$ cat src/hdl/smlc_pkg.sv
package smlc_pkg;

  // ----------------------------------------------------------------
  // Word widths
  // ----------------------------------------------------------------
  localparam int CW_W       = 12;
  localparam int FL_W       = 4;
  localparam int SYN_W      = 8;
  localparam int MODEM_IN_W = 7;
  localparam int FIFO_DEPTH = 32;

  // ----------------------------------------------------------------
  // Line control status word bit positions (cpu bit 0 is the MSB)
  // ----------------------------------------------------------------
  localparam int B_INT    = 11;
  localparam int B_LOST   = 10;
  localparam int B_PAR    = 9;
  localparam int B_RTS    = 8;
  localparam int B_XREQ   = 7;
  localparam int B_CTS    = 6;
  localparam int B_CHKPAR = 5;
  localparam int B_TEXT   = 4;
  localparam int B_DSR    = 3;
  localparam int B_DTR    = 2;
  localparam int B_RING   = 1;
  localparam int B_CD     = 0;

  // ----------------------------------------------------------------
  // Instruction decode
  // ----------------------------------------------------------------
  localparam logic [1:0] DEV_INT = 2'h0;
  localparam logic [1:0] DEV_CW1 = 2'h1;
  localparam logic [1:0] DEV_CW2 = 2'h2;
  localparam int P_FIRST  = 0;  // Pulse weight 1
  localparam int P_SECOND = 1;  // Pulse weight 2
  localparam int P_THIRD  = 2;  // Pulse weight 4

  // ----------------------------------------------------------------
  // Framing and reset values
  // ----------------------------------------------------------------
  localparam logic [SYN_W-1:0] SYN_CHAR    = 8'h16;
  localparam logic [FL_W-1:0]  FRAME_RESET = 4'h8;
  localparam logic [FL_W-1:0]  FRAME_LAST  = 4'hF;
  localparam logic [FL_W-1:0]  FRAME_STEP  = 4'h1;
  localparam logic [CW_W-1:0]  WORD_ZERO   = 12'h000;
  localparam logic [CW_W-1:0]  WORD_IDLE   = 12'hFFF;

  // ----------------------------------------------------------------
  // Timing
  // ----------------------------------------------------------------
  localparam int CLK_PERIOD_NS  = 20;
  localparam int CTS_SETTLE_NS  = 20000;
  localparam int CTS_SETTLE_CYC = (CTS_SETTLE_NS + CLK_PERIOD_NS - 1) / CLK_PERIOD_NS;
  localparam int CTS_CNT_W      = $clog2(CTS_SETTLE_CYC + 1);

  // ----------------------------------------------------------------
  // Types
  // ----------------------------------------------------------------
  typedef enum logic [1:0] {
    LS_OFF  = 2'b00,
    LS_IDLE = 2'b01,
    LS_RX   = 2'b11,
    LS_TX   = 2'b10
  } smlc_line_state_t;

  typedef struct packed {
    logic            valid;
    logic [1:0]      dev;
    logic [2:0]      pulse;
    logic [CW_W-1:0] ac;
  } smlc_iot_req_t;

  typedef struct packed {
    logic            valid;
    logic            skip;
    logic [CW_W-1:0] ac;
  } smlc_iot_rsp_t;

  typedef struct packed {
    logic tx_clk;
    logic rx_clk;
    logic rx_data;
    logic cts;
    logic dsr;
    logic ring;
    logic cd;
  } smlc_modem_in_t;

endpackage

$ cat src/hdl/smlc_sync2.sv
`timescale 1ns/1ps
module smlc_sync2 #(
  parameter int W = 1
) (
  input  wire logic         clk_in,
  input  wire logic         rst_in,
  input  wire logic [W-1:0] async_in,
  output logic      [W-1:0] sync_out
);

  logic [W-1:0] stage1;

  // Two-flop synchroniser; stage1 feeds only stage2
  always_ff @(posedge clk_in)
  begin
    if (rst_in)
    begin
      stage1   <= '0;
      sync_out <= '0;
    end
    else
    begin
      stage1   <= async_in;
      sync_out <= stage1;
    end
  end

endmodule // smlc_sync2

$ cat src/hdl/smlc_fifo.sv
`timescale 1ns/1ps
module smlc_fifo #(
  parameter int W     = 12,
  parameter int DEPTH = 32
) (
  input  wire logic         clk_in,
  input  wire logic         rst_in,
  input  wire logic [W-1:0] in_data_in,
  input  wire logic         in_valid_in,
  output logic              in_ready_out,
  output logic      [W-1:0] out_data_out,
  output logic              out_valid_out,
  input  wire logic         out_ready_in
);

  // DEPTH must be a power of two; pointers wrap naturally
  localparam int            AW       = $clog2(DEPTH);
  localparam logic [AW:0]   CNT_FULL = (AW+1)'(DEPTH);
  localparam logic [AW:0]   CNT_ONE  = (AW+1)'(1);

  logic [W-1:0]  mem [DEPTH];
  logic [AW-1:0] wptr;
  logic [AW-1:0] rptr;
  logic [AW:0]   count;
  logic          push;
  logic          pop;

  assign in_ready_out = (count != CNT_FULL);
  assign push         = in_valid_in & in_ready_out;
  assign pop          = (count != '0) && (!out_valid_out || out_ready_in);

  // Storage array, no reset needed
  always_ff @(posedge clk_in)
  begin
    if (push)
      mem[wptr] <= in_data_in;
  end

  // Pointers and fill count
  always_ff @(posedge clk_in)
  begin
    if (rst_in)
    begin
      wptr  <= '0;
      rptr  <= '0;
      count <= '0;
    end
    else
    begin
      if (push)
        wptr <= wptr + 1'b1;
      if (pop)
        rptr <= rptr + 1'b1;
      if (push && !pop)
        count <= count + CNT_ONE;
      else if (pop && !push)
        count <= count - CNT_ONE;
    end
  end

  // Registered output stage holds the head word
  always_ff @(posedge clk_in)
  begin
    if (rst_in)
    begin
      out_valid_out <= 1'b0;
      out_data_out  <= '0;
    end
    else if (pop)
    begin
      out_valid_out <= 1'b1;
      out_data_out  <= mem[rptr];
    end
    else if (out_ready_in)
      out_valid_out <= 1'b0;
  end

endmodule // smlc_fifo

$ cat src/hdl/smlc_line_control.sv
`timescale 1ns/1ps
// Functional notes
// - Identify pulses skip on pending transmit or receive interrupt.
// - Clear-interrupts resets transmit, receive and character service flags.
// - Reading a control word ORs it into the working register.
// - Skip-under-mask skips when a mask bit is one and word bit zero.
// - Invert-under-mask complements each writable bit whose mask bit is one; interrupt, overrun and parity fault only clear.
// - Both control words share read, skip and invert behaviour by device code.
// - Frame length word holds four-bit modulo-16 complement of frame size.
// - Interrupt flag sets exactly when a character is delivered or fetched.
// - Overrun sets on a character event while interrupt flag still set.
// - Parity fault sets on a received parity error only when enabled.
// - Request-to-send drives carrier request; hardware controls it from transmit request.
// - Request-to-send waits for receive character end; drops at transmit character end.
// - Send permit is a settled indication derived from the raw line.
// - Parity computed always; checked on receive and appended on transmit when enabled.
// - Sync sets text; clearing text re-hunts; no interrupts while hunting.
// - Text cleared in transmit freezes the line bit and interrupts.
// - Terminal-ready is invertible and drives the modem auto-answer line.
// - Status bits mirror data-set-ready, ringing and carrier detect inputs.
// - Transmit state when all five handshake conditions hold.
// - Receive state when no request or permit, set ready and carrier.
// - Receive-idle when no request or permit and set ready.
// - Hunting scans incoming bits for the sync pattern.
// - Counter overflow moves the character, sets interrupt, reloads counter.
module smlc_line_control
  import smlc_pkg::*;
#(
  parameter int DEPTH = FIFO_DEPTH
) (
  input  wire logic            clk_in,
  input  wire logic            rst_in,
  input  wire smlc_iot_req_t   iot_req_in,
  output smlc_iot_rsp_t        iot_rsp_out,
  input  wire smlc_modem_in_t  modem_in,
  output logic                 rts_out,
  output logic                 dtr_out,
  output logic                 tx_line_out,
  output logic                 int_req_out,
  output logic      [CW_W-1:0] rx_char_data_out,
  output logic                 rx_char_valid_out,
  input  wire logic            rx_char_ready_in,
  input  wire logic [CW_W-1:0] tx_char_data_in,
  input  wire logic            tx_char_valid_in,
  output logic                 tx_char_ready_out
);

  // ----------------------------------------------------------------
  // Declarations
  // ----------------------------------------------------------------
  smlc_modem_in_t   modem_s;
  logic             tx_clk_prev;
  logic             rx_clk_prev;
  logic             tx_tick;
  logic             rx_tick;
  smlc_line_state_t line_state;
  smlc_line_state_t next_line_state;
  logic             int_flag;
  logic             tx_pend;
  logic             rx_pend;
  logic             lost;
  logic             par_fault;
  logic             xreq;
  logic             parity_enable_bit;
  logic             text;
  logic             dtr;
  logic             rts;
  logic             dcts;
  logic [CTS_CNT_W-1:0] cts_cnt;
  logic [FL_W-1:0]  frame_len;
  logic [FL_W-1:0]  frame_cnt;
  logic [CW_W-1:0]  shreg;
  logic             par_acc;
  logic             frame_end;
  logic             rx_char_end;
  logic             tx_char_end;
  logic             char_evt;
  logic             sync_hit;
  logic             rx_par_bad;
  logic             tx_bit;
  logic [CW_W-1:0]  cw1;
  logic [CW_W-1:0]  sel_word;
  logic             iot_int;
  logic             iot_cw1;
  logic             iot_cw2;
  logic             clr_int;
  logic [CW_W-1:0]  inv_mask;
  logic             fifo_ready;
  logic             enter_rx;
  logic             enter_tx;

  // ----------------------------------------------------------------
  // Modem pin synchronisation and clock edge detection
  // ----------------------------------------------------------------
  smlc_sync2 #(
    .W (MODEM_IN_W)
  ) u_sync (
    .clk_in   (clk_in),
    .rst_in   (rst_in),
    .async_in (modem_in),
    .sync_out (modem_s)
  );

  // Previous clock levels, taken after the synchroniser only
  always_ff @(posedge clk_in)
  begin
    if (rst_in)
    begin
      tx_clk_prev <= 1'b0;
      rx_clk_prev <= 1'b0;
    end
    else
    begin
      tx_clk_prev <= modem_s.tx_clk;
      rx_clk_prev <= modem_s.rx_clk;
    end
  end

  // Bit ticks gated by the current line state; the clock choice follows the state
  assign tx_tick = modem_s.tx_clk & ~tx_clk_prev & (line_state == LS_TX);
  assign rx_tick = modem_s.rx_clk & ~rx_clk_prev & (line_state == LS_RX);

  // ----------------------------------------------------------------
  // Line state
  // ----------------------------------------------------------------
  // Priority follows the conjunctions; states change only on the clock
  always_comb
  begin
    if (rts && dcts && modem_s.dsr && dtr && modem_s.cd)
      next_line_state = LS_TX;
    else if (!rts && !dcts && modem_s.dsr && modem_s.cd)
      next_line_state = LS_RX;
    else if (!rts && !dcts && modem_s.dsr)
      next_line_state = LS_IDLE;
    else
      next_line_state = LS_OFF;
  end

  always_ff @(posedge clk_in)
  begin
    if (rst_in)
      line_state <= LS_OFF;
    else
      line_state <= next_line_state;
  end

  assign enter_rx = (next_line_state == LS_RX) && (line_state != LS_RX);
  assign enter_tx = (next_line_state == LS_TX) && (line_state != LS_TX);

  // ----------------------------------------------------------------
  // Instruction decode
  // ----------------------------------------------------------------
  assign iot_int  = iot_req_in.valid && (iot_req_in.dev == DEV_INT);
  assign iot_cw1  = iot_req_in.valid && (iot_req_in.dev == DEV_CW1);
  assign iot_cw2  = iot_req_in.valid && (iot_req_in.dev == DEV_CW2);
  assign clr_int  = iot_int && iot_req_in.pulse[P_THIRD];
  assign inv_mask = iot_cw1 && iot_req_in.pulse[P_THIRD] ? iot_req_in.ac : WORD_ZERO;

  // Status word image; read-only bits come straight from their sources
  always_comb
  begin
    cw1           = WORD_ZERO;
    cw1[B_INT]    = int_flag;
    cw1[B_LOST]   = lost;
    cw1[B_PAR]    = par_fault;
    cw1[B_RTS]    = rts;
    cw1[B_XREQ]   = xreq;
    cw1[B_CTS]    = dcts;
    cw1[B_CHKPAR] = parity_enable_bit;
    cw1[B_TEXT]   = text;
    cw1[B_DSR]    = modem_s.dsr;
    cw1[B_DTR]    = dtr;
    cw1[B_RING]   = modem_s.ring;
    cw1[B_CD]     = modem_s.cd;
  end

  // Selected control word; frame length sits in the low bits
  always_comb
  begin
    if (iot_cw1)
      sel_word = cw1;
    else if (iot_cw2)
      sel_word = {{(CW_W-FL_W){1'b0}}, frame_len};
    else
      sel_word = WORD_ZERO;
  end

  // Answer one cycle later; read and skip see values before any invert
  always_ff @(posedge clk_in)
  begin
    if (rst_in)
      iot_rsp_out <= '0;
    else
    begin
      iot_rsp_out.valid <= iot_req_in.valid;
      if (iot_int)
      begin
        iot_rsp_out.ac   <= iot_req_in.ac;
        iot_rsp_out.skip <= (iot_req_in.pulse[P_FIRST] && tx_pend) ||
                            (iot_req_in.pulse[P_SECOND] && rx_pend);
      end
      else
      begin
        iot_rsp_out.ac   <= iot_req_in.pulse[P_FIRST] ? (iot_req_in.ac | sel_word) : iot_req_in.ac;
        iot_rsp_out.skip <= (iot_cw1 || iot_cw2) && iot_req_in.pulse[P_SECOND] &&
                            ((iot_req_in.ac & ~sel_word) != WORD_ZERO);
      end
    end
  end

  // ----------------------------------------------------------------
  // Frame length word
  // ----------------------------------------------------------------
  // Software keeps the size between three and twelve bits; not checked here
  always_ff @(posedge clk_in)
  begin
    if (rst_in)
      frame_len <= FRAME_RESET;
    else if (iot_cw2 && iot_req_in.pulse[P_THIRD])
      frame_len <= frame_len ^ iot_req_in.ac[FL_W-1:0];
  end

  // ----------------------------------------------------------------
  // Software-invertible control bits
  // ----------------------------------------------------------------
  always_ff @(posedge clk_in)
  begin
    if (rst_in)
    begin
      xreq    <= 1'b0;
      parity_enable_bit <= 1'b0;
      dtr     <= 1'b0;
    end
    else
    begin
      xreq    <= xreq ^ inv_mask[B_XREQ];
      parity_enable_bit <= parity_enable_bit ^ inv_mask[B_CHKPAR];
      dtr     <= dtr ^ inv_mask[B_DTR];
    end
  end

  assign dtr_out = dtr;

  // Text: hardware sets on sync and on entry to transmit, clears on entry
  // to receive so a fresh message is hunted; hardware wins over software
  always_ff @(posedge clk_in)
  begin
    if (rst_in)
      text <= 1'b0;
    else if (sync_hit || enter_tx)
      text <= 1'b1;
    else if (enter_rx)
      text <= 1'b0;
    else
      text <= text ^ inv_mask[B_TEXT];
  end

  // ----------------------------------------------------------------
  // Request-to-send and derived send permit
  // ----------------------------------------------------------------
  // Hunting counts as not actively receiving, so no character end is awaited
  always_ff @(posedge clk_in)
  begin
    if (rst_in)
      rts <= 1'b0;
    else if (xreq && !rts && (line_state != LS_RX || !text || rx_char_end))
      rts <= 1'b1;
    else if (!xreq && rts && (line_state != LS_TX || tx_char_end))
      rts <= 1'b0;
  end

  assign rts_out = rts;

  // Permit only after the raw line has held with request asserted
  always_ff @(posedge clk_in)
  begin
    if (rst_in)
      cts_cnt <= '0;
    else if (!(rts && modem_s.cts))
      cts_cnt <= '0;
    else if (!dcts)
      cts_cnt <= cts_cnt + 1'b1;
  end

  assign dcts = (cts_cnt == CTS_CNT_W'(CTS_SETTLE_CYC));

  // ----------------------------------------------------------------
  // Frame counter, shift register and parity
  // ----------------------------------------------------------------
  assign frame_end   = (frame_cnt == FRAME_LAST);
  assign rx_char_end = rx_tick && text && frame_end;
  assign tx_char_end = tx_tick && text && frame_end;
  assign char_evt    = rx_char_end || tx_char_end;

  // Hunt compares the newest eight bits including the one arriving now
  assign sync_hit   = rx_tick && !text &&
                      ({shreg[SYN_W-2:0], modem_s.rx_data} == SYN_CHAR);
  // Even parity over the whole frame including the parity position
  assign rx_par_bad = par_acc ^ modem_s.rx_data;
  // Parity replaces the high-order position when enabled
  assign tx_bit     = (parity_enable_bit && frame_end) ? par_acc : shreg[0];

  // Transmit fetch happens only at character end
  assign tx_char_ready_out = tx_char_end;

  always_ff @(posedge clk_in)
  begin
    if (rst_in)
    begin
      frame_cnt <= FRAME_RESET;
      shreg     <= WORD_ZERO;
      par_acc   <= 1'b0;
    end
    else if (enter_rx || enter_tx)
    begin
      frame_cnt <= frame_len;
      shreg     <= WORD_IDLE;
      par_acc   <= 1'b0;
    end
    else if (rx_tick)
    begin
      shreg <= {shreg[CW_W-2:0], modem_s.rx_data};
      if (sync_hit || rx_char_end)
      begin
        frame_cnt <= frame_len;
        par_acc   <= 1'b0;
      end
      else if (text)
      begin
        frame_cnt <= frame_cnt + FRAME_STEP;
        par_acc   <= par_acc ^ modem_s.rx_data;
      end
    end
    else if (tx_tick && text)
    begin
      if (frame_end)
      begin
        frame_cnt <= frame_len;
        par_acc   <= 1'b0;
        shreg     <= tx_char_valid_in ? tx_char_data_in : WORD_IDLE;
      end
      else
      begin
        frame_cnt <= frame_cnt + FRAME_STEP;
        par_acc   <= par_acc ^ shreg[0];
        shreg     <= {1'b0, shreg[CW_W-1:1]};
      end
    end
  end

  // Line driver holds its bit while frozen; zeros while receiving
  always_ff @(posedge clk_in)
  begin
    if (rst_in)
      tx_line_out <= 1'b0;
    else if (line_state != LS_TX)
      tx_line_out <= 1'b0;
    else if (tx_tick && text)
      tx_line_out <= tx_bit;
  end

  // ----------------------------------------------------------------
  // Receive character buffer
  // ----------------------------------------------------------------
  // A full buffer drops the character and reports it as overrun
  smlc_fifo #(
    .W     (CW_W),
    .DEPTH (DEPTH)
  ) u_rx_fifo (
    .clk_in        (clk_in),
    .rst_in        (rst_in),
    .in_data_in    ({shreg[CW_W-2:0], modem_s.rx_data}),
    .in_valid_in   (rx_char_end),
    .in_ready_out  (fifo_ready),
    .out_data_out  (rx_char_data_out),
    .out_valid_out (rx_char_valid_out),
    .out_ready_in  (rx_char_ready_in)
  );

  // ----------------------------------------------------------------
  // Interrupt and error flags; a set in the clear cycle wins
  // ----------------------------------------------------------------
  always_ff @(posedge clk_in)
  begin
    if (rst_in)
    begin
      int_flag <= 1'b0;
      tx_pend  <= 1'b0;
      rx_pend  <= 1'b0;
    end
    else
    begin
      if (char_evt)
        int_flag <= 1'b1;
      else if (clr_int || inv_mask[B_INT])
        int_flag <= 1'b0;
      if (tx_char_end)
        tx_pend <= 1'b1;
      else if (clr_int)
        tx_pend <= 1'b0;
      if (rx_char_end)
        rx_pend <= 1'b1;
      else if (clr_int)
        rx_pend <= 1'b0;
    end
  end

  assign int_req_out = int_flag;

  // Overrun and parity fault may only be cleared by software
  always_ff @(posedge clk_in)
  begin
    if (rst_in)
    begin
      lost      <= 1'b0;
      par_fault <= 1'b0;
    end
    else
    begin
      if ((char_evt && int_flag) || (rx_char_end && !fifo_ready))
        lost <= 1'b1;
      else if (inv_mask[B_LOST])
        lost <= 1'b0;
      if (rx_char_end && parity_enable_bit && rx_par_bad)
        par_fault <= 1'b1;
      else if (inv_mask[B_PAR])
        par_fault <= 1'b0;
    end
  end

endmodule // smlc_line_control

$ cat config.mk
export PLATFORM = sky130hd
export DESIGN_NAME = smlc_line_control
export DESIGN_NICKNAME = d
export VERILOG_FILES = /design/src/hdl/smlc_pkg.sv /design/src/hdl/smlc_sync2.sv /design/src/hdl/smlc_fifo.sv /design/src/hdl/smlc_line_control.sv
export SDC_FILE = /design/constraint.sdc
export NUM_CORES = 1
export LEC_CHECK = 0
export BUFFER_PORTS_ARGS = -buffer_cell sky130_fd_sc_hd__buf_2
export CORE_MARGIN = 2
export CORE_UTILIZATION = 55
export CTS_BUF_LIST = sky130_fd_sc_hd__clkbuf_4 sky130_fd_sc_hd__clkbuf_8 sky130_fd_sc_hd__clkbuf_16
export DETAILED_ROUTE_END_ITERATION = 12
export GPL_ROUTABILITY_DRIVEN = 0
export HOLD_SLACK_MARGIN = 0.1
export PLACE_DENSITY = 0.72
export SYNTH_ARGS = -nofsm -noshare
export SYNTH_HDL_FRONTEND = slang
export SYNTH_SLANG_ARGS = --single-unit
$ cat constraint.sdc
create_clock -name clk_in -period 4.4 [get_ports clk_in]
set_clock_uncertainty 0.05 [all_clocks]
set_input_delay 1.32 -clock clk_in [delete_from_list [all_inputs] [get_ports clk_in]]
set_output_delay 1.32 -clock clk_in [all_outputs]
set_load 0.02 [all_outputs]
==> summary.md, run 1 <==
| Metric | Value |
|---|---|
| Required arrival time at the worst endpoint | `3.03 ns` |
| Post-synth design cell area | `0.0195 mm^2` |
| Most frequent cells in the layout | `sky130_fd_sc_hd__edfxtp_1, sky130_fd_sc_hd__nor2_1, sky130_fd_sc_hd__dfxtp_1, sky130_fd_sc_hd__mux4_2, sky130_fd_sc_hd__buf_2` |
| Crit path kind | `reg -> out` |
| Length of the first detailed-routing pass in iterations | `5` |
| Number of placement rows | `68` |
| Number of cells on the critical path | `5` |
| Clk sink count | `487` |
| Design internal power | `8.45 mW` |
| Share of post-route cells with drive strength above 1 | `23.5%` |
| Number of nets in the synthesized netlist | `1272` |
| Remaining DRCs | `0` |
| Initial antenna violation count | `0` |
| Top cell family by delay on the critical path | `simple AND/OR/NAND/NOR gates` |
| CTS tree | `done` |
| Post-synthesis to final-layout area growth | `13.5%` |
| Register-to-Register Path Depth | `13` |
| Slew at the pin with the worst max-slew slack | `1.29 ns` |
| Clock H-tree levels | `2` |
| Count of nets after finishing | `1376` |
| Prevailing post-synth register cell | `sky130_fd_sc_hd__edfxtp_1` |
| Slowest cell on the critical path | `sky130_fd_sc_hd__nor3_1` |
| Count of flip-flops with a built-in enable after synthesis | `384` |
| Max Clock Freq | `0.277 GHz` |
| Source-to-sink clock delay at the later pin of the worst-skew pair | `0.56 ns` |
| Portion of total power attributed to sequential cells | `45.0%` |
| Vias | `11154` |
| Number of placed cells counting well taps | `1725` |
| Count of endpoints failing setup in the final report | `0` |
| Die height | `192 um` |
| Static Leakage | `7.43 nW` |
| Maximum number of pins on one net before global-route repair | `65` |
| Data arrival time of the critical path | `2.25 ns` |
| WHS Path Cells | `1` |
| Antenna cell count | `0` |
| Aggregate negative setup slack | `0 ns` |
| Xor/xnor share of the synthesized area | `1.21%` |
| Clock Tree Root | `sky130_fd_sc_hd__clkbuf_16` |
| Vias per inst | `6.14` |
| Post-Synth Adder-Cell Area | `0.937%` |
| Power share of the combinational group | `19.6%` |
| Filler cell count in the final layout | `2445` |
| Global route total overflow | `0` |
| First-pass GRT wire length | `66000 um` |
| Min-delay worst type | `reg -> reg` |
| Total power density per cell area | `521 mW/mm^2` |
| Per-instance average area after synthesis | `16.0 um^2` |
| Worst Setup End Kind | `output pin` |
| Finished Layout Cells | `1817` |
| Slew margin rel. | `13.7%` |
| Area of the placeable core | `0.0347 mm^2` |
| Unique cell type count in the Yosys netlist | `69` |
| Number of flip-flops and latches in the synthesized netlist | `487` |
| Share of the clock period used by the worst path | `82.2%` |
| Num CTS Buffers | `49` |
| Routed wirelength normalized by instance count | `24.0 um` |
| WP buf/inv | `2` |
| Number of standard cells after synthesis | `1217` |
| # IOs | `73` |
| Reg2reg end | `u_rx_fifo.count[5]` |
| R2R Path Start | `frame_cnt[0]` |
| Initial Util | `56.1%` |
| Seq/Total Area, Yosys | `69.7%` |
| Via count of the first global-routing pass | `11169` |
| First DRT Iteration DRCs | `1134` |
| Proportion of synthesized area in mux cells | `11.4%` |
| Switching power as a share of total power | `26.6%` |
| Critical-path maximum fanout | `16` |
| Post-synthesis compound-gate area fraction | `6.80%` |
| Time the final worst path needs with I/O delays and setup | `3.62 ns` |
| Die span in x | `192 um` |
| Setup repair after global routing missed its margin | `false` |
| Final max-slew violation count | `0` |
| Final Hold Fails | `0` |
| Max-cap violation count | `0` |
| Area share of and/or/nand/nor cells after synthesis | `7.78%` |
| Crit path cell chain | `ha_1 > nand3_1 > buf_4 > nor3_1 > buf_2` |
| Startpoint kind of the worst setup timing path | `flop` |
| Launch point of the worst path | `frame_cnt[0]` |
| Power share of the clock group | `35.4%` |
| FFs w/ async S/R, synth | `0%` |
| Detailed-route wire length | `43700 um` |
| Hold buffer count at cts | `0` |
| Overall die area | `0.0370 mm^2` |
| Count of antenna-violating nets left after detailed routing | `0` |
| Post-CTS Resized | `0` |
| Post-detail-place hpwl | `25900 um` |
| Result of the run | `completed` |
| Total track usage | `24.0%` |
| Combinational family with the most area after synthesis | `multiplexers` |
| Maximum vdd drop | `0.000435 V` |
| Number of buffers added on ports | `72` |
| Setup crit end | `tx_char_ready_out` |
| Setup slack on the worst flop-to-flop path | `0.84 ns` |
| Setup bufs post-CTS | `0` |
| Delay of the slowest cell on the worst path | `0.50 ns` |
| Clock-pin slew of the registers on the worst-case setup and hold paths | `0.06 ns` |
| Most common library cell in the layout ignoring fill and taps | `sky130_fd_sc_hd__edfxtp_1` |
| Max Root-Sink Buffers | `3` |
| Switch Pwr | `3.07 mW` |
| Ys Warns | `0` |
state kept, by name, indices dropped and copies added, names as in the netlist, 4 cells and up:
name / flops
cts_cnt: 10
frame_cnt: 4
frame_len: 4
iot_rsp_out: 14
shreg: 12
u_rx_fifo.count: 6
u_rx_fifo.mem: 384
u_rx_fifo.out_data_out: 12
u_rx_fifo.rptr: 5
u_rx_fifo.wptr: 5
u_sync.stage1: 7
u_sync.sync_out: 7
worst reg2reg max path: stages, from the launching register on:
cell and delay, ns:
sky130_fd_sc_hd__dfxtp_1 0.43, sky130_fd_sc_hd__ha_1 0.21, sky130_fd_sc_hd__nand3_1 0.08, sky130_fd_sc_hd__buf_4 0.20, sky130_fd_sc_hd__nor3_2 0.34, sky130_fd_sc_hd__and2_1 0.35, sky130_fd_sc_hd__ha_1 0.29, sky130_fd_sc_hd__inv_1 0.15
sky130_fd_sc_hd__ha_1 0.30, sky130_fd_sc_hd__a21o_1 0.18, sky130_fd_sc_hd__a21oi_1 0.27, sky130_fd_sc_hd__o21ai_0 0.11, sky130_fd_sc_hd__o311ai_0 0.13, sky130_fd_sc_hd__mux2_2 0.38
cells by family (layout without fill, tap and decap cells):
| kind of cell | count (synthesis) | in the layout |
|---|---|---|
| AOI/OAI and AO/OA | 196 | 196 |
| xor gates and xnor gates | 27 | 27 |
| adders and majority gates | 14 | 14 |
| buffers and inverters | 92 | 237 |
| DFF | 487 | 487 |
| muxes | 102 | 102 |
| and+or+nand+nor | 299 | 299 |
synthesized netlist by cell type, types with 3 or more instances:
library cell	instances	area, um^2
sky130_fd_sc_hd__nor3_1	14	70.1
sky130_fd_sc_hd__a211oi_2	5	62.6
sky130_fd_sc_hd__nor3b_1	16	120
sky130_fd_sc_hd__and3_1	9	56.3
sky130_fd_sc_hd__inv_1	18	67.6
sky130_fd_sc_hd__nor2_1	107	402
sky130_fd_sc_hd__nor4_1	4	25.0
sky130_fd_sc_hd__a22o_1	5	43.8
sky130_fd_sc_hd__ha_1	13	163
sky130_fd_sc_hd__edfxtp_1	384	11500
sky130_fd_sc_hd__buf_1	3	11.3
sky130_fd_sc_hd__nand3b_1	6	45.0
sky130_fd_sc_hd__nand2_1	55	206
sky130_fd_sc_hd__dfxtp_1	103	2060
sky130_fd_sc_hd__and4b_1	3	30.0
sky130_fd_sc_hd__mux2i_1	5	50.1
sky130_fd_sc_hd__xnor2_1	10	87.6
sky130_fd_sc_hd__o311ai_0	13	114
sky130_fd_sc_hd__a2bb2oi_1	3	26.3
sky130_fd_sc_hd__o21ai_0	25	125
sky130_fd_sc_hd__clkbuf_1	45	169
sky130_fd_sc_hd__mux4_2	96	2160
sky130_fd_sc_hd__or3_1	5	31.3
sky130_fd_sc_hd__a31oi_1	6	37.5
sky130_fd_sc_hd__a211oi_1	11	82.6
sky130_fd_sc_hd__nand3_1	26	130
sky130_fd_sc_hd__nand4_1	5	31.3
sky130_fd_sc_hd__buf_2	19	95.1
sky130_fd_sc_hd__xor2_1	17	149
sky130_fd_sc_hd__a22oi_1	48	360
sky130_fd_sc_hd__nand2b_1	4	25.0
sky130_fd_sc_hd__nor2b_1	26	163
sky130_fd_sc_hd__and4_1	3	26.3
sky130_fd_sc_hd__a21oi_1	59	295
per-layer routing:
layer / global-route usage, % / vias to the layer above / share of wire [%]
li1: - / 4989 / -
met1: 34.1 / 5651 / 42
met2: 38.7 / 441 / 49
met3: 3.76 / 73 / 6.7
met4: 7.37 / 0 / 2.2
met5: 0 / - / 0
per-stage QoR:
| stage | area [um^2] | utilization [%] | hold slack [ns] | setup WS [ns] | total power [mW] |
|---|---|---|---|---|---|
| final | 22100 | 63.7 | 0.388 | 0.785 | 11.5 |
| after global routing | 22100 | 63.7 | 0.410 | 0.515 | 12.0 |
| after CTS | 22100 | 63.7 | 0.390 | 0.777 | 11.6 |
| after detailed placement | 20500 | 59.1 | 0.375 | 0.419 | 7.56 |
| after global placement | 20500 | 59.1 | 0.373 | 0.508 | 7.51 |
| after floorplan | 19500 | - | 0.364 | 0.506 | 6.94 |
cell type report:
class	count	area (um^2)	share of cell area, %
Clock buffer	61	1360	6.17
Tap cell	455	569	2.57
Timing Repair Buffer	126	793	3.59
Sequential cell	487	13600	61.5
Inverter	19	71.3	0.322
Multi-Input combinational cell	638	5480	24.8
Clock inverter	31	234	1.06
worst min-delay path by stage:
stage / to / slack (ns) / from
floorplan: u_sync.sync_out[0] / 0.36 / u_sync.stage1[0]
global placement: u_sync.sync_out[6] / 0.37 / u_sync.stage1[6]
detailed placement: u_sync.sync_out[0] / 0.38 / u_sync.stage1[0]
CTS: u_sync.sync_out[0] / 0.39 / u_sync.stage1[0]
global route: u_sync.sync_out[1] / 0.41 / u_sync.stage1[1]
finish: u_sync.sync_out[0] / 0.39 / u_sync.stage1[0]
power by group through the flow:
stage	Clock, mW	Sequential (mW)	Combinational, mW
after global routing	4.32	5.20	2.43
after CTS	4.13	5.18	2.29
after floorplan	0	5.28	1.66
after global placement	0	5.27	2.23
after detailed placement	0	5.28	2.28
final	4.08	5.18	2.26
Power figures use the tool's default switching activity.
==> run 2, diff against run 1 <==
clock period = 3.7 ns   (was 4.4 ns; I/O delays follow)
==> summary.md, run 2 (synthesis results as in run 1) <==
| Metric | Value |
|---|---|
| Hold buffer count at cts | `0` |
| Maximum vdd drop | `0.000609 V` |
| Total power density per cell area | `610 mW/mm^2` |
| Clock Tree Root | `sky130_fd_sc_hd__clkbuf_16` |
| Share of the clock period used by the worst path | `89.6%` |
| Number of buffers added on ports | `72` |
| Data arrival time of the critical path | `3.72 ns` |
| Count of endpoints failing setup in the final report | `0` |
| Power share of the clock group | `34.5%` |
| Initial Util | `56.1%` |
| Static Leakage | `7.47 nW` |
| Result of the run | `completed` |
| # IOs | `73` |
| Worst hold-check slack | `0.386 ns` |
| Die height | `192 um` |
| Length of the first detailed-routing pass in iterations | `5` |
| Clock H-tree levels | `2` |
| Min-delay worst type | `reg -> reg` |
| Portion of total power attributed to sequential cells | `45.5%` |
| Antenna cell count | `0` |
| Crit path cell chain | `ha_1 > nand3_1 > nor3_2 > and2_1 > ha_1 > inv_1 > ha_1 > nor2b_1 > nand2_1 > o311ai_0 > mux2_2` |
| Final max-slew violation count | `0` |
| Register name with the most flops | `u_rx_fifo.mem` |
| Worst path most repeated cell | `sky130_fd_sc_hd__ha_1` |
| Most frequent cells in the layout | `sky130_fd_sc_hd__edfxtp_1, sky130_fd_sc_hd__nor2_1, sky130_fd_sc_hd__dfxtp_1, sky130_fd_sc_hd__mux4_2, sky130_fd_sc_hd__buf_2` |
| Max Root-Sink Buffers | `3` |
| Slew at the pin with the worst max-slew slack | `1.11 ns` |
| Maximum number of pins on one net before global-route repair | `51` |
| Worst Setup End Kind | `flop` |
| Clk sink count | `487` |
| Startpoint kind of the worst setup timing path | `flop` |
| Critical-path maximum fanout | `6` |
| Vias | `11165` |
| Setup repair after global routing missed its margin | `false` |
| Aggregate negative setup slack | `0 ns` |
| Count of nets after finishing | `1385` |
| Slowest cell on the critical path | `sky130_fd_sc_hd__dfxtp_1` |
| Share of post-route cells with drive strength above 1 | `24.1%` |
| Routed wirelength normalized by instance count | `23.2 um` |
| Final cell utilization of the core | `63.8%` |
| CTS tree | `done` |
| Slew margin rel. | `26.0%` |
| Global route total overflow | `0` |
| Flip-flop count of the largest register, all copies and words added | `384` |
| Max-cap violation count | `0` |
| Die span in x | `192 um` |
| Max Clock Freq | `0.302 GHz` |
| Num CTS Buffers | `48` |
| Switch Pwr | `3.56 mW` |
| Most common library cell in the layout ignoring fill and taps | `sky130_fd_sc_hd__edfxtp_1` |
| First DRT Iteration DRCs | `1166` |
| Post-synthesis to final-layout area growth | `13.7%` |
| Via count of the first global-routing pass | `10965` |
| Sequential Area | `0.0136 mm^2` |
| Final Hold Fails | `0` |
| Required arrival time at the worst endpoint | `4.10 ns` |
| Vias per inst | `6.13` |
| Filler cell count in the final layout | `2432` |
| Area of the multi-input gates | `0.00548 mm^2` |
| Design internal power | `9.97 mW` |
| Source-to-sink clock delay at the later pin of the worst-skew pair | `0.57 ns` |
| Registers with the highest flip-flop counts | `u_rx_fifo.mem: 384 flops, iot_rsp_out: 14 flops` |
| Number of placement rows | `68` |
| Remaining DRCs | `0` |
| Overall die area | `0.0370 mm^2` |
| Switching power as a share of total power | `26.3%` |
| Post-CTS Resized | `0` |
| Initial antenna violation count | `0` |
| Clock-pin slew of the registers on the worst-case setup and hold paths | `0.06 ns` |
| Detailed-route wire length | `42300 um` |
| Total track usage | `23.6%` |
| Crit path kind | `reg -> reg` |
| First-pass GRT wire length | `64700 um` |
| Area of the placeable core | `0.0347 mm^2` |
| Time the final worst path needs with I/O delays and setup | `3.32 ns` |
| Setup bufs post-CTS | `0` |
| Count of antenna-violating nets left after detailed routing | `0` |
| Power share of the combinational group | `20.0%` |
| Post-detail-place hpwl | `25600 um` |
| Delay of the slowest cell on the worst path | `0.43 ns` |
run 2: changes by cell type in the layout (fill, tap and decap cells not counted), sizes merged:
cell      delta
clkinv       -7
bufinv       -2
clkinvlp     -4
buf         +10
clkbuf       +7
inv          +1
run 2: metal layers:
metal | track usage [%] | vias to the layer above | routed length (um)
met1 | 34.5 | 5693 | 18000
met5 | 0 | - | 0
li1 | - | 5011 | -
met4 | 7.37 | 0 | 992
met2 | 37.1 | 404 | 20500
met3 | 3.40 | 57 | 2770
run 2: cell type report:
| cell class | count | area share [%] |
|---|---|---|
| Inverter | 19 | 0.322 |
| Multi-Input combinational cell | 638 | 24.8 |
| Clock buffer | 68 | 6.32 |
| Clock inverter | 19 | 0.559 |
| Tap cell | 455 | 2.57 |
| Sequential cell | 487 | 61.4 |
| Timing Repair Buffer | 136 | 4.09 |
run 2: critical path, delay by kind of cell (launching register included):
kind / cells / cell delay [ns]
compound gates: 1 / 0.37
fa+ha+maj: 3 / 0.87
buf+inv: 1 / 0.16
flops: 1 / 0.43
mux: 1 / 0.38
simple gates: 5 / 0.94
run 2: power by group through the flow:
stage,Combinational (mW),Clock [mW],Sequential (mW)
floorplan,1.97,0,6.27
global placement,2.68,0,6.26
detailed placement,2.72,0,6.26
CTS,2.74,4.73,6.15
global route,2.93,4.96,6.17
finish,2.71,4.67,6.15
run 2: stage by stage:
stage	area, um^2	power, mW	instances	setup WS (ns)
floorplan	19500	8.25	1217	0.0164
detailed placement	20600	8.98	1735	0.233
finish	22200	13.5	1822	0.385
global placement	20600	8.94	1735	0.291
global route	22200	14.1	1822	0.116
CTS	22200	13.6	1822	0.421
run 2: final timing paths:
| check | depth (start not counted) | endpoint | slack, ns | from |
|---|---|---|---|---|
| max | 11 | u_rx_fifo.count[5] | 0.38 | frame_cnt[0] |
| min | 1 | u_sync.sync_out[0] | 0.39 | u_sync.stage1[0] |
| max reg2reg | 11 | u_rx_fifo.count[5] | 0.38 | frame_cnt[0] |
| min reg2reg | 1 | u_sync.sync_out[0] | 0.39 | u_sync.stage1[0] |
